## config.mk

```make
export PLATFORM = sky130hd
export DESIGN_NAME = cic_top
export DESIGN_NICKNAME = d
export VERILOG_FILES = /design/src/hw/cic_pkg.sv /design/src/hw/cic_sync_if.sv /design/src/hw/cic_edge.sv /design/src/hw/cic_sync.sv /design/src/hw/cic_top.sv
export SDC_FILE = /design/constraint.sdc
export NUM_CORES = 1
export LEC_CHECK = 0
export BUFFER_PORTS_ARGS = -buffer_cell sky130_fd_sc_hd__clkbuf_2
export CORE_UTILIZATION = 55
export CTS_CLUSTER_DIAMETER = 80
export CTS_CLUSTER_SIZE = 16
export DETAILED_ROUTE_END_ITERATION = 6
export HOLD_SLACK_MARGIN = 0.1
export PLACE_DENSITY_LB_ADDON = 0.05
export SETUP_SLACK_MARGIN = 0.02
export SKIP_LAST_GASP = 1
export SYNTH_ARGS = -nofsm -noshare
export SYNTH_HDL_FRONTEND = slang
export SYNTH_SLANG_ARGS = --single-unit
```

## constraint.sdc

```tcl
create_clock -name mclk -period 5.2 [get_ports mclk]
set_input_delay 1.04 -clock mclk [delete_from_list [all_inputs] [get_ports mclk]]
set_output_delay 1.04 -clock mclk [all_outputs]
set_load 0.01 [all_outputs]
```

## src/hw/cic_pkg.sv

```systemverilog
// package of constants for the core interrupt control block
// assumes an 8-bit register port and a single 100 MHz clock
package cic_pkg;
  localparam int          CIC_DATA_W          = 8;
  localparam int          CIC_ADDR_W          = 9;
  localparam int          CIC_PORT_W          = 8;
  // register offsets: the control register is mirrored in four banks
  localparam logic [8:0]  CIC_CTRL_BANK0_OFF  = 9'h00B;
  localparam logic [8:0]  CIC_CTRL_BANK1_OFF  = 9'h08B;
  localparam logic [8:0]  CIC_CTRL_BANK2_OFF  = 9'h10B;
  localparam logic [8:0]  CIC_CTRL_BANK3_OFF  = 9'h18B;
  localparam logic [8:0]  CIC_PERIPH2_OFF     = 9'h08D;
  localparam logic [8:0]  CIC_PINSEL_OFF      = 9'h096;
  localparam logic [8:0]  CIC_PSTAT_OFF       = 9'h0F0;
  localparam logic [8:0]  CIC_PMASK_OFF       = 9'h0F1;
  // control register field positions
  localparam int          CIC_GLOBAL_EN_BIT   = 7;
  localparam int          CIC_PERIPH_EN_BIT   = 6;
  localparam int          CIC_TIMER_EN_BIT    = 5;
  localparam int          CIC_EDGEIE_BIT      = 4;
  localparam int          CIC_PCIE_BIT        = 3;
  localparam int          CIC_T0F_BIT         = 2;
  localparam int          CIC_EDGEF_BIT       = 1;
  localparam int          CIC_PCF_BIT         = 0;
  // second peripheral enable register fields
  localparam int          CIC_LOWV_EN_BIT     = 7;
  localparam int          CIC_BUSCOL_EN_BIT   = 3;
  localparam logic [7:0]  CIC_PERIPH2_MASK    = 8'h88;
  // peripheral flag register fields (low voltage, bus collision)
  localparam int          CIC_LVDF_BIT        = 1;
  localparam int          CIC_BCLF_BIT        = 0;
  localparam logic [7:0]  CIC_PSTAT_MASK      = 8'h03;
  // reset values
  localparam logic [7:0]  CIC_CTRL_RST        = 8'h00;
  localparam logic [7:0]  CIC_PERIPH2_RST     = 8'h00;
  localparam logic [7:0]  CIC_PINSEL_RST      = 8'hF0;
  localparam logic [7:0]  CIC_PMASK_RST       = 8'h00;
endpackage : cic_pkg

```

## src/hw/cic_sync_if.sv

```systemverilog
// interface carrying synchronised event levels between modules
// assumes all signals are on the mclk domain
`timescale 1ns/1ps
interface cic_sync_if #(
  parameter int PORT_W = 8
);
  logic              timer_ovf;
  logic              edge_pin;
  logic              bus_coll;
  logic              low_volt;
  logic [PORT_W-1:0] port_pins;

  modport src (output timer_ovf, edge_pin, bus_coll, low_volt, port_pins);
  modport dst (input  timer_ovf, edge_pin, bus_coll, low_volt, port_pins);
endinterface : cic_sync_if

```

## src/hw/cic_edge.sv

```systemverilog
// rising-edge and change detector on synchronised levels
// assumes inputs already synchronised to mclk
`timescale 1ns/1ps
module cic_edge #(
  parameter int PORT_W = 8
) (
  input  wire logic              mclk,
  input  wire logic              rst_n,
  input  wire logic              clk_en,
  cic_sync_if.dst                sync,
  output logic                   timer_ovf_ev,
  output logic                   edge_pin_ev,
  output logic                   bus_coll_ev,
  output logic                   low_volt_ev,
  output logic [PORT_W-1:0]      pin_changed
);
  logic [2:0]        prim_reg;
  logic [3:0]        lvl_reg;
  logic [PORT_W-1:0] pins_reg;
  wire  [3:0]        lvl_now = {sync.low_volt, sync.bus_coll,
                                sync.edge_pin, sync.timer_ovf};

  // the synchroniser restarts from zero, so history primes over three
  // edges and a pin already high at reset does not fake a change;
  // a real change inside those edges is lost
  always_ff @(posedge mclk) begin
    if (!rst_n) begin
      prim_reg <= '0;
      lvl_reg  <= '0;
      pins_reg <= '0;
    end else if (clk_en) begin
      prim_reg <= {prim_reg[1:0], 1'b1};
      lvl_reg  <= lvl_now;
      pins_reg <= sync.port_pins;
    end
  end

  wire       primed = prim_reg[2];
  wire [3:0] rise = lvl_now & ~lvl_reg & {4{primed}};
  assign timer_ovf_ev = rise[0];
  assign edge_pin_ev  = rise[1];
  assign bus_coll_ev  = rise[2];
  assign low_volt_ev  = rise[3];
  assign pin_changed  = (sync.port_pins ^ pins_reg) & {PORT_W{primed}};
endmodule : cic_edge

```

## src/hw/cic_sync.sv

```systemverilog
// two-stage synchronisers for every input from outside the clock
// assumes raw pin levels; all state freezes while clk_en is low
`timescale 1ns/1ps
module cic_sync #(
  parameter int PORT_W = 8
) (
  input  wire logic              mclk,
  input  wire logic              rst_n,
  input  wire logic              clk_en,
  input  wire logic              timer_ovf_in,
  input  wire logic              edge_pin_in,
  input  wire logic              bus_coll_in,
  input  wire logic              low_volt_in,
  input  wire logic [PORT_W-1:0] port_pins_in,
  cic_sync_if.src                sync
);
  localparam int W = PORT_W + 4;

  logic [W-1:0] meta_reg;
  logic [W-1:0] stable_reg;
  wire  [W-1:0] raw_in = {port_pins_in, low_volt_in, bus_coll_in,
                          edge_pin_in, timer_ovf_in};

  // first stage feeds only the second stage
  always_ff @(posedge mclk) begin
    if (!rst_n) begin
      meta_reg   <= '0;
      stable_reg <= '0;
    end else if (clk_en) begin
      meta_reg   <= raw_in;
      stable_reg <= meta_reg;
    end
  end

  assign sync.timer_ovf = stable_reg[0];
  assign sync.edge_pin  = stable_reg[1];
  assign sync.bus_coll  = stable_reg[2];
  assign sync.low_volt  = stable_reg[3];
  assign sync.port_pins = stable_reg[W-1:4];
endmodule : cic_sync

```

## src/hw/cic_top.sv

```systemverilog
// core interrupt control: enables, flags, pin-change select, irq out
// assumes a simple register port on mclk and raw event pins
//
// Implementation choice: strobed register access.
`timescale 1ns/1ps

module cic_top
  import cic_pkg::*;
#(
  parameter int PORT_W = cic_pkg::CIC_PORT_W
) (
  input  wire logic                          mclk,
  input  wire logic                          rst_n,
  input  wire logic                          clk_en,
  input  wire logic [cic_pkg::CIC_ADDR_W-1:0] reg_addr,
  input  wire logic [cic_pkg::CIC_DATA_W-1:0] reg_wdata,
  input  wire logic                          reg_wr,
  input  wire logic                          reg_rd,
  output logic      [cic_pkg::CIC_DATA_W-1:0] reg_rdata,
  input  wire logic                          timer_ovf_pin,
  input  wire logic                          edge_pin,
  input  wire logic                          bus_coll_pin,
  input  wire logic                          low_volt_pin,
  input  wire logic [PORT_W-1:0]             port_pins,
  output logic                               irq
);
  import cic_pkg::*;

  // elaboration check: the pin select register is one byte wide
  if (PORT_W != CIC_DATA_W) begin : g_width_check
    $error("cic_top: PORT_W must equal the register width");
  end

  // registers
  logic [7:0] ctrl_reg;
  logic [7:0] ctrl_next;
  logic [7:0] periph2_reg;
  logic [7:0] pinsel_reg;
  logic [7:0] pstat_reg;
  logic [7:0] pstat_next;
  logic [7:0] pmask_reg;
  logic [7:0] rdata_next;
  logic       irq_next;

  // synchronised events
  logic              timer_ovf_ev;
  logic              edge_pin_ev;
  logic              bus_coll_ev;
  logic              low_volt_ev;
  logic [PORT_W-1:0] pin_changed;

  cic_sync_if #(.PORT_W(PORT_W)) sync_bus ();

  cic_sync #(.PORT_W(PORT_W)) u_sync (
    .mclk         (mclk),
    .rst_n        (rst_n),
    .clk_en       (clk_en),
    .timer_ovf_in (timer_ovf_pin),
    .edge_pin_in  (edge_pin),
    .bus_coll_in  (bus_coll_pin),
    .low_volt_in  (low_volt_pin),
    .port_pins_in (port_pins),
    .sync         (sync_bus)
  );

  cic_edge #(.PORT_W(PORT_W)) u_edge (
    .mclk         (mclk),
    .rst_n        (rst_n),
    .clk_en       (clk_en),
    .sync         (sync_bus),
    .timer_ovf_ev (timer_ovf_ev),
    .edge_pin_ev  (edge_pin_ev),
    .bus_coll_ev  (bus_coll_ev),
    .low_volt_ev  (low_volt_ev),
    .pin_changed  (pin_changed)
  );

  // address match, reused for write and read decode
  function automatic logic is_ctrl(input logic [CIC_ADDR_W-1:0] a);
    is_ctrl = (a == CIC_CTRL_BANK0_OFF) || (a == CIC_CTRL_BANK1_OFF) ||
              (a == CIC_CTRL_BANK2_OFF) || (a == CIC_CTRL_BANK3_OFF);
  endfunction

  wire sel_ctrl    = is_ctrl(reg_addr);
  wire sel_periph2 = (reg_addr == CIC_PERIPH2_OFF);
  wire sel_pinsel  = (reg_addr == CIC_PINSEL_OFF);
  wire sel_pstat   = (reg_addr == CIC_PSTAT_OFF);
  wire sel_pmask   = (reg_addr == CIC_PMASK_OFF);

  wire wr_ctrl    = reg_wr && sel_ctrl;
  wire wr_periph2 = reg_wr && sel_periph2;
  wire wr_pinsel  = reg_wr && sel_pinsel;
  wire wr_pstat   = reg_wr && sel_pstat;
  wire wr_pmask   = reg_wr && sel_pmask;

  // only selected pins count as a port change
  wire port_change_ev = |(pin_changed & pinsel_reg);

  // hardware set events, one per flag bit of the control register
  wire [2:0] ctrl_set_ev = {timer_ovf_ev, edge_pin_ev, port_change_ev};

  // control register next value: write first, then events on top
  always_comb begin
    ctrl_next = ctrl_reg;
    if (wr_ctrl) begin
      ctrl_next = reg_wdata;
    end
    // only software clears a flag; a set in the same cycle as
    // a clearing write wins so no event is lost
    if (ctrl_set_ev[2]) begin
      ctrl_next[CIC_T0F_BIT] = 1'b1;
    end
    if (ctrl_set_ev[1]) begin
      ctrl_next[CIC_EDGEF_BIT] = 1'b1;
    end
    if (ctrl_set_ev[0]) begin
      ctrl_next[CIC_PCF_BIT] = 1'b1;
    end
  end

  // peripheral status: write one to clear, set beats clear
  always_comb begin
    pstat_next = pstat_reg;
    if (wr_pstat) begin
      pstat_next = pstat_reg & ~reg_wdata;
    end
    if (low_volt_ev) begin
      pstat_next[CIC_LVDF_BIT] = 1'b1;
    end
    if (bus_coll_ev) begin
      pstat_next[CIC_BCLF_BIT] = 1'b1;
    end
    pstat_next = pstat_next & CIC_PSTAT_MASK;
  end

  wire t0_pend   = ctrl_reg[CIC_TIMER_EN_BIT] && ctrl_reg[CIC_T0F_BIT];
  wire edge_pend = ctrl_reg[CIC_EDGEIE_BIT] && ctrl_reg[CIC_EDGEF_BIT];
  // port change gated by its enable
  wire pc_pend   = ctrl_reg[CIC_PCIE_BIT]   && ctrl_reg[CIC_PCF_BIT];

  wire lvd_pend = periph2_reg[CIC_LOWV_EN_BIT] && pstat_reg[CIC_LVDF_BIT]
                  && pmask_reg[CIC_LVDF_BIT];
  wire bcl_pend = periph2_reg[CIC_BUSCOL_EN_BIT] && pstat_reg[CIC_BCLF_BIT]
                  && pmask_reg[CIC_BCLF_BIT];

  wire periph_pend = ctrl_reg[CIC_PERIPH_EN_BIT] && (lvd_pend || bcl_pend);

  assign irq_next = ctrl_reg[CIC_GLOBAL_EN_BIT] &&
                    (t0_pend || edge_pend || pc_pend || periph_pend);

  // read mux; unmapped addresses read zero
  always_comb begin
    rdata_next = '0;
    if (sel_ctrl) begin
      rdata_next = ctrl_reg;
    end else if (sel_periph2) begin
      rdata_next = periph2_reg & CIC_PERIPH2_MASK;
    end else if (sel_pinsel) begin
      rdata_next = pinsel_reg;
    end else if (sel_pstat) begin
      rdata_next = pstat_reg;
    end else if (sel_pmask) begin
      rdata_next = pmask_reg & CIC_PSTAT_MASK;
    end
  end

  // control and status registers
  always_ff @(posedge mclk) begin
    if (!rst_n) begin
      ctrl_reg  <= CIC_CTRL_RST;
      pstat_reg <= '0;
    end else if (clk_en) begin
      ctrl_reg  <= ctrl_next;
      pstat_reg <= pstat_next;
    end
  end

  // software-only configuration registers
  always_ff @(posedge mclk) begin
    if (!rst_n) begin
      periph2_reg <= CIC_PERIPH2_RST;
      pinsel_reg  <= CIC_PINSEL_RST;
      pmask_reg   <= CIC_PMASK_RST;
    end else if (clk_en) begin
      if (wr_periph2) begin
        periph2_reg <= reg_wdata & CIC_PERIPH2_MASK;
      end
      if (wr_pinsel) begin
        pinsel_reg <= reg_wdata;
      end
      if (wr_pmask) begin
        pmask_reg <= reg_wdata & CIC_PSTAT_MASK;
      end
    end
  end

  // registered outputs; read data only in the cycle after the strobe
  always_ff @(posedge mclk) begin
    if (!rst_n) begin
      reg_rdata <= '0;
      irq       <= 1'b0;
    end else if (clk_en) begin
      reg_rdata <= reg_rd ? rdata_next : '0;
      irq       <= irq_next;
    end
  end
endmodule : cic_top

```

==> results of run 1 <==
==> per-stage QoR <==
stage	utilization (%)	area, um2	hold slack [ns]	instances
2_1_floorplan	-	3000	0.440	302
3_3_place_gp	62.5	3230	0.436	398
3_5_place_dp	62.5	3230	0.444	398
4_1_cts	66.6	3440	0.455	414
5_1_grt	66.6	3440	0.480	414
6_report	66.6	3440	0.451	414
==> critical path, stage by stage <==
cell and delay, ns:
clkbuf_2 0.19, nor4b_4 0.33, nor3b_2 0.79, mux2i_1 0.19, a2111oi_2 0.38
==> layout by cell type (no fill, tap or decap), drive strengths merged, types with 2 or more instances in the layout <==
cell,count
xor2,8
o21ai,9
buf,2
clkbuf,53
nand2,14
a21oi,9
nand4b,6
a22oi,8
nor3b,3
nand4,5
and3,3
nor4b,2
dfxtp,70
inv,3
o22ai,2
nor4bb,3
o41ai,2
a32o,2
nor2b,5
nor2,54
a41o,2
nand3,4
mux2i,58
a221o,2
clkinvlp,3
==> power groups by stage <==
stage,registers [W],clock network [W],logic (W)
floorplan,0.000565,0,0.0000509
global placement,0.000567,0,0.0000737
detailed placement,0.000568,0,0.0000750
CTS,0.000555,0.000457,0.0000753
global route,0.000557,0.000481,0.0000823
finish,0.000555,0.000449,0.0000748
==> per-layer routing <==
layer | GRT usage, % | up-vias | share of wire [%]
met2 | 35.9 | 47 | 46
met1 | 29.1 | 1056 | 48
met3 | 5.56 | 10 | 4.0
met5 | 0 | - | 0
li1 | - | 1163 | -
met4 | 9.47 | 0 | 1.9
==> layout make-up <==
type | instances | area share (%)
inverter | 3 | 0.327
tap | 70 | 2.54
timing repair buffer | 44 | 6.54
multi-input combinational | 211 | 43.8
clock inverter | 5 | 1.67
sequential | 70 | 40.7
clock buffer | 11 | 4.40
==> kinds of logic (layout without fill, tap and decap cells) <==
logic type      Yosys count  count (layout)
flops                    70              70
compound gates           40              40
mux                      58              58
buf+inv                  21              63
xor+xnor                  8               8
simple gates            105             105
==> how the worst max path moves through the flow <==
stage	startpoint	end	slack, ns	depth (start not counted)
after global placement	reg_addr[2]	ctrl_reg[0]	2.25	5
after detailed placement	reg_addr[2]	ctrl_reg[0]	2.16	5
after CTS	reg_addr[2]	ctrl_reg[0]	2.51	5
after floorplan	reg_addr[0]	pinsel_reg[4]	2.84	5
after global routing	reg_addr[2]	ctrl_reg[0]	2.37	5
final	reg_addr[2]	ctrl_reg[0]	2.50	5
==> flow_summary.ini, run 1 <==
[clock_tree]
hold_buffers = 0
clk_latency_ns = 0.33
cts_buffers = 9
clockRootBuffer = clkbuf_8
cts_sinks = 70
ctsResizeCount = 0
htreeDepth = 3
cts_tree = done
cts_buffer_depth = 2
clk_pin_slew_ns = 0.08
cts_setup_buffers = 0

[logic_synthesis]
synth_compound_area_share_pct = 9.33
synthFlopType = dfxtp_1
synth_top_area_cell = dfxtp_1
synthSimpleGateAreaFrac_pct = 19.3
synth_cells = 302
post-synth-top-count-cell = dfxtp_1
synth_common_cells = 70 x dfxtp_1, 58 x mux2i_1, 54 x nor2_1
async_reset_ff_share_pct = 0
synth_fa_ha_area_share_pct = 0
synth.area.top_cells = dfxtp_1 47%, mux2i_1 19%, nor2_1 6.8%
yosysSeqAreaShare_pct = 46.7
synthMuxAreaShare_pct = 19.3
synth_top_area_share_pct = 46.7
synth_area_um2 = 3000
ys_ff_latch = 70
synthXorXnorAreaFrac_pct = 2.33
syn_area_per_cell_um2 = 9.94
ys_warn_count = 0
synth_top_family_by_area = multiplexers
ys_types = 39
synth-edff-count = 0
synth_fp_nets = 336

[run]
maxCapViolations = 0

[global_routing]
grt_remaining_overflow = 0
grt_max_degree = 54
grt_pass1_vias = 2083
track_usage_pct = 22.5
antenna_found_initial = 0
grt_pass1_wl_um = 9510

[critical_path]
arrival_ns = 2.93
cp-end-kind = flop
crit_fanout = 12
crit_path_start_kind = input pin
r2r_cells = 4
required_ns = 5.43
r2r_end = ctrl_reg[0]
r2r_setup_slack_ns = 3.89
r2r_start = u_sync.stable_reg[7]
path_class = input pin to flop

[power]
p_leak_nw = 1.54
pwr-share-clk_pct = 41.6
swShare_pct = 23.4
powerDensity_nw_per_um2 = 313
p_total_w = 0.00108
intPower_w = 0.000827
vdd_drop_max_v = 0.000207
pwr-share-seq_pct = 51.4
combinationalPowerShare_pct = 6.9
p_sw_w = 0.000252

[worst_hold_path]
hp-start = reg_rdata[4]
min_to = reg_rdata[4]
min_path_cells = 2
hold_path.class = flop to flop

[die]
die_x_um = 75.9
ios = 43
fp-row-count = 26
coreArea_um2 = 5170
die_area_um2 = 5760
dieHeight_um = 75.9
start_util_pct = 58.1

[sta]
slew_headroom_pct = 40.4
fin_skew_ns = 0.00673
post-route-period-util_pct = 51.9
slew_violations = 0
hold_viol = 0
finalSetupViolCount = 0
rsz0062_at_grt = false
fmax_ghz = 0.370
setup_slack_ns = 2.50
tightest_slew_ns = 0.891
fin_crit_ns = 2.70
tns_ns = 0

[routing]
drc = 0
wirelength_um = 5920
dr_total_vias = 2276
viasPerCell = 5.50
wl_per_cell_um = 14.3
dr.pass1.iters = 4
antenna_left = 0
drt_iter0_markers = 94

[placement]
place_congestion = 0.856
numPortBuffers = 42
dp.final_hpwl_um = 4150
dp_slack_ns = 2.16

[layout]
seqCellArea_um2 = 1400
drive_above_1_share_pct = 19.5
synthToLayoutAreaGrowth_pct = 14.7
multi_input_area_um2 = 1510
nets = 373
fillCellCount = 438
diodes = 0

[outcome]
outcome = complete, no violations
Power figures use the tool's default switching activity.
==> run 2: changes to the inputs <==
Settings changed: CORE_UTILIZATION 55 to 51.
Clock period 5.2 ns to 2.2 ns, I/O delays scaled along.
==> run 2 against run 1 <==
- sequential power rose by 140%
- setup slack got worse by 2.0 ns
- critical path depth did not move
- register-to-register slack got worse by 3.0 ns
- clock-buffer cell count fell by 1
- combinational power rose by 140%
- global-route usage fell by 1.4 points
- largest cell class unchanged
- flip-flop and latch count did not move
- via count barely moved
- core utilization fell by 3.4 points
- clock skew fell by 0.0015 ns
==> flow_summary.ini, run 2 (synthesized netlist as in run 1, its figures left out) <==
[outcome]
outcome = complete, no violations

[power]
powerDensity_nw_per_um2 = 788
vdd_drop_max_v = 0.000661
p_sw_w = 0.000608
intPower_w = 0.00217
p_leak_nw = 1.59
combinationalPowerShare_pct = 6.5
pwr-share-seq_pct = 47.3
pwr-share-clk_pct = 46.3
swShare_pct = 21.9

[critical_path]
path_class = input pin to flop
path_depth = 5
worst_path_max_delay_cell = nor4bb_1
crit_fanout = 8
required_ns = 2.42
crit_path_start_kind = input pin
arrival_ns = 1.92
path_cells = clkbuf_2 -> nor4bb_1 -> nand4_2 -> mux2i_1 -> nand2_1
cpPeakStageDelay_ns = 0.53
r2r_cells = 4
cp-end-kind = flop
critical_path.top_delay_family = simple AND/OR/NAND/NOR gates
cp_num_buf_inv = 1

[layout]
final_common_cell = dfxtp_1
final_cell_mix = 70 x dfxtp_1, 58 x mux2i_1, 54 x nor2_1
diodes = 0
drive_above_1_share_pct = 20.4
final_area_um2 = 3520
synthToLayoutAreaGrowth_pct = 17.3
fin_util_pct = 63.2
nets = 377
layoutNonFillerInstCount = 420

[worst_hold_path]
min_path_cells = 3
hold_path.class = input pin to flop

[die]
die_area_um2 = 6200
start_util_pct = 53.9
fp-row-count = 27
coreArea_um2 = 5570
ios = 43
dieHeight_um = 78.7
die_x_um = 78.7

[sta]
fin_crit_ns = 1.70
post-route-period-util_pct = 77.4
hold_viol = 0
fin_skew_ns = 0.00524
tightest_slew_ns = 0.705
tns_ns = 0
slew_violations = 0
finalSetupViolCount = 0
fmax_ghz = 0.587
slew_headroom_pct = 53.0
rsz0062_at_grt = false

[placement]
dp.final_hpwl_um = 4200
placed_cell_area_um2 = 3270
numPortBuffers = 42
place_congestion = 0.790
placed_cells = 404

[clock_tree]
cts_buffer_depth = 2
cts_buffers = 9
htreeDepth = 3
cts_setup_buffers = 0
cts_sinks = 70
clockRootBuffer = clkbuf_8
ctsResizeCount = 0
cts_tree = done
hold_buffers = 0
clk_latency_ns = 0.33
clk_pin_slew_ns = 0.08

[routing]
dr_total_vias = 2275
wl_per_cell_um = 14.1
viasPerCell = 5.42
wirelength_um = 5910
drt_iter0_markers = 52
drc = 0
dr.pass1.iters = 5
antenna_left = 0

[run]
maxCapViolations = 0

[global_routing]
grt_max_degree = 47
track_usage_pct = 21.1
grt_pass1_vias = 2206
grt_remaining_overflow = 0
antenna_found_initial = 0
grt_pass1_wl_um = 10100
run 2: cell types whose count changed in the layout (fill, tap and decap cells not counted), sizes merged:
cell | before | now
inv | 3 | 5
bufinv | 1 | 3
buf | 2 | 6
clkbuf | 53 | 52
clkinvlp | 3 | 0
run 2: area by class of cell:
class / count / area, um2
clock buffer: 10 / 138
clock inverter: 6 / 116
fill: 513 / 2050
inverter: 3 / 11.3
multi-input combinational: 211 / 1510
sequential: 70 / 1400
tap: 72 / 90.1
timing repair buffer: 48 / 255
run 2: path summary, 6_finish.rpt:
kind / start / endpoint / slack [ns]
worst max-delay path: reg_addr[0] / pinsel_reg[7] / 0.50
worst min-delay path: port_pins[0] / u_sync.meta_reg[4] / 0.34
worst max register to register: u_sync.stable_reg[7] / ctrl_reg[0] / 0.90
worst min register to register: reg_rdata[5] / reg_rdata[5] / 0.45
run 2: per-stage QoR:
step / setup slack [ns] / total power (W) / hold slack (ns)
detailed placement: 0.140 / 0.00152 / 0.441
floorplan: 0.436 / 0.00146 / 0.440
finish: 0.498 / 0.00277 / 0.338
CTS: 0.511 / 0.00281 / 0.322
global placement: 0.244 / 0.00152 / 0.435
global route: 0.342 / 0.00288 / 0.325
run 2: power by group through the flow:
stage	Sequential [W]	Combinational, W	Clock (W)
after detailed placement	0.00134	0.000179	0
after global routing	0.00131	0.000198	0.00137
final	0.00131	0.000179	0.00128
after CTS	0.00131	0.000180	0.00132
after global placement	0.00134	0.000177	0
after floorplan	0.00134	0.000120	0
run 2: worst min-delay path, cell delays in order:
cell	delay, ns
clkbuf_2	0.07
mux2i_1	0.05
nor2_1	0.07
run 2: per-layer routing:
layer	GRT usage, %	part of all wire, %
met1	26.2	50
met2	34.3	45
met3	6.55	3.2
met4	7.59	1.6
met5	0	0
==> run 3: changes to the inputs <==
Settings changed: ABC_AREA set to 1.
Clock period 2.2 ns to 1.42 ns, I/O delays scaled along.
==> run 3 against run 2 <==
- combinational power increased by 110%
- synthesized cell count up 41%
- global-route usage up 4.6 points
- area after synthesis up 0.63%
- sequential power grew 59%
- core utilization up 1.8 points
- critical path depth rose by 3
- critical path type unchanged
- clock power rose by 30%
==> flow_summary.ini, run 3 <==
[logic_synthesis]
synthFlopType = dfxtp_1
ys_warn_count = 0
synth.area.top_cells = dfxtp_1 46%, nand2_1 10%, o21ai_0 9.1%
yosysSeqAreaShare_pct = 46.4
synth_area_um2 = 3020
ys_types = 26
synth_common_cells = 82 x nand2_1, 70 x dfxtp_1, 56 x nor2_1
syn_area_per_cell_um2 = 7.11
post-synth-top-count-cell = nand2_1
async_reset_ff_share_pct = 0
synth_top_area_cell = dfxtp_1
ys_ff_latch = 70
synth_top_area_share_pct = 46.4
synth_cells = 425
synth-edff-count = 0
synth_fp_nets = 459

[layout]
diodes = 0
layoutNonFillerInstCount = 558
nets = 515
drive_above_1_share_pct = 18.3
final_common_cell = nand2_1
final_cell_mix = 82 x nand2_1, 70 x dfxtp_1, 56 x nor2_1
synthToLayoutAreaGrowth_pct = 20.6

[routing]
dr.pass1.iters = 4
wirelength_um = 7340
drt_iter0_markers = 216
wl_per_cell_um = 13.1
antenna_left = 0
drc = 0
viasPerCell = 5.31
dr_total_vias = 2965

[sta]
tightest_slew_ns = 0.462
slew_violations = 0
finalSetupViolCount = 0
rsz0062_at_grt = false
fmax_ghz = 0.789
hold_viol = 0
fin_crit_ns = 1.27
fin_skew_ns = 0.00433
slew_headroom_pct = 69.2
post-route-period-util_pct = 89.2

[placement]
placed_cells = 542
dp.final_hpwl_um = 5330
place_congestion = 0.866
numPortBuffers = 42

[clock_tree]
clk_pin_slew_ns = 0.07
hold_buffers = 0
clockRootBuffer = clkbuf_8
htreeDepth = 3
ctsResizeCount = 0
cts_buffers = 9
clk_latency_ns = 0.34
cts_buffer_depth = 2
cts_setup_buffers = 0
cts_sinks = 70
cts_tree = done

[power]
p_total_w = 0.00412
p_sw_w = 0.00103
pwr-share-clk_pct = 40.4
powerDensity_nw_per_um2 = 1130
intPower_w = 0.00309
combinationalPowerShare_pct = 9.2
pwr-share-seq_pct = 50.4
swShare_pct = 24.9
p_leak_nw = 1.63
vdd_drop_max_v = 0.000845

[global_routing]
track_usage_pct = 25.7
grt_pass1_wl_um = 12300
antenna_found_initial = 0
grt_pass1_vias = 2641
grt_remaining_overflow = 0
grt_max_degree = 33

[die]
start_util_pct = 53.9
fp-row-count = 27
dieHeight_um = 79.0
ios = 43
die_area_um2 = 6240
coreArea_um2 = 5610
die_x_um = 79.0

[outcome]
outcome = complete, no violations

[critical_path]
cp-end-kind = flop
crit_fanout = 4
arrival_ns = 1.53
required_ns = 1.69
crit_path_start_kind = input pin
path_class = input pin to flop

[worst_hold_path]
hold_path.class = input pin to flop

[run]
maxCapViolations = 0
==> run 3: cell types whose count changed after synthesis, sizes merged, moves of 13 or more <==
cell,change
mux2i,-58
a21oi,+33
inv,+44
nand4,+13
nand3,+18
nand2,+70
o21ai,+47
==> run 3: routing by layer <==
| metal | vias to the layer above | routed length, um | GRT usage [%] |
|---|---|---|---|
| met2 | 82 | 3160 | 36.5 |
| met5 | - | 0 | 0 |
| met1 | 1368 | 3550 | 37.4 |
| met3 | 11 | 502 | 5.86 |
| met4 | 0 | 121 | 9.45 |
| li1 | 1504 | - | - |
==> run 3: cells by family (layout without fill, tap and decap cells) <==
group | after synthesis | in the layout | share of synthesized area, %
buffers and inverters | 66 | 127 | 8.65
flip-flops | 70 | 70 | 46.4
AO/OA/AOI/OAI | 101 | 101 | 16.9
AND/OR/NAND/NOR | 188 | 188 | 28.0
==> run 3: per-stage QoR <==
step	hold WS, ns	util, %	setup WS (ns)	TNS [ns]	cell area, um2
5_1_grt	0.160	65.0	0.0925	0	3640
3_3_place_gp	0.441	61.3	-0.186	-0.682	3440
2_1_floorplan	0.397	-	0.0946	0	3020
4_1_cts	0.150	65.0	0.151	0	3640
6_report	0.166	65.0	0.153	0	3640
3_5_place_dp	0.452	61.3	-0.228	-1.23	3440
==> run 3: final timing paths <==
path / startpoint / to / slack (ns) / depth (start not counted)
hold reg to reg: u_edge.lvl_reg[0] / u_edge.lvl_reg[0] / 0.47 / 2
hold / removal: reg_wdata[5] / pinsel_reg[5] / 0.17 / 3
setup / recovery: reg_addr[5] / reg_rdata[5] / 0.15 / 8
setup reg to reg: u_edge.prim_reg[2] / pstat_reg[0] / 0.27 / 2
==> run 3: area by class of cell <==
class / instances / area, um2
Multi-Input combinational cell: 289 / 1360
Timing Repair Buffer: 62 / 398
Sequential cell: 70 / 1400
Inverter: 49 / 189
Clock inverter: 5 / 56.3
Fill cell: 523 / 1960
Tap cell: 72 / 90.1
Clock buffer: 11 / 151
==> run 3: power by group through the flow <==
stage          clock network, W  registers (W)  logic [W]
3_5_place_dp                  0        0.00212   0.000375
4_1_cts                 0.00169        0.00208   0.000377
2_1_floorplan                 0        0.00211   0.000225
3_3_place_gp                  0        0.00212   0.000368
6_report                0.00167        0.00208   0.000378
5_1_grt                 0.00178        0.00209   0.000426
==> run 3: worst max-delay path: stages <==
cell and delay, ns:
clkbuf_2 0.10, or2_1 0.25, nor2_2 0.15, nand2_2 0.08, buf_4 0.14, o21ai_0 0.30
nand2_1 0.10, a21oi_1 0.13
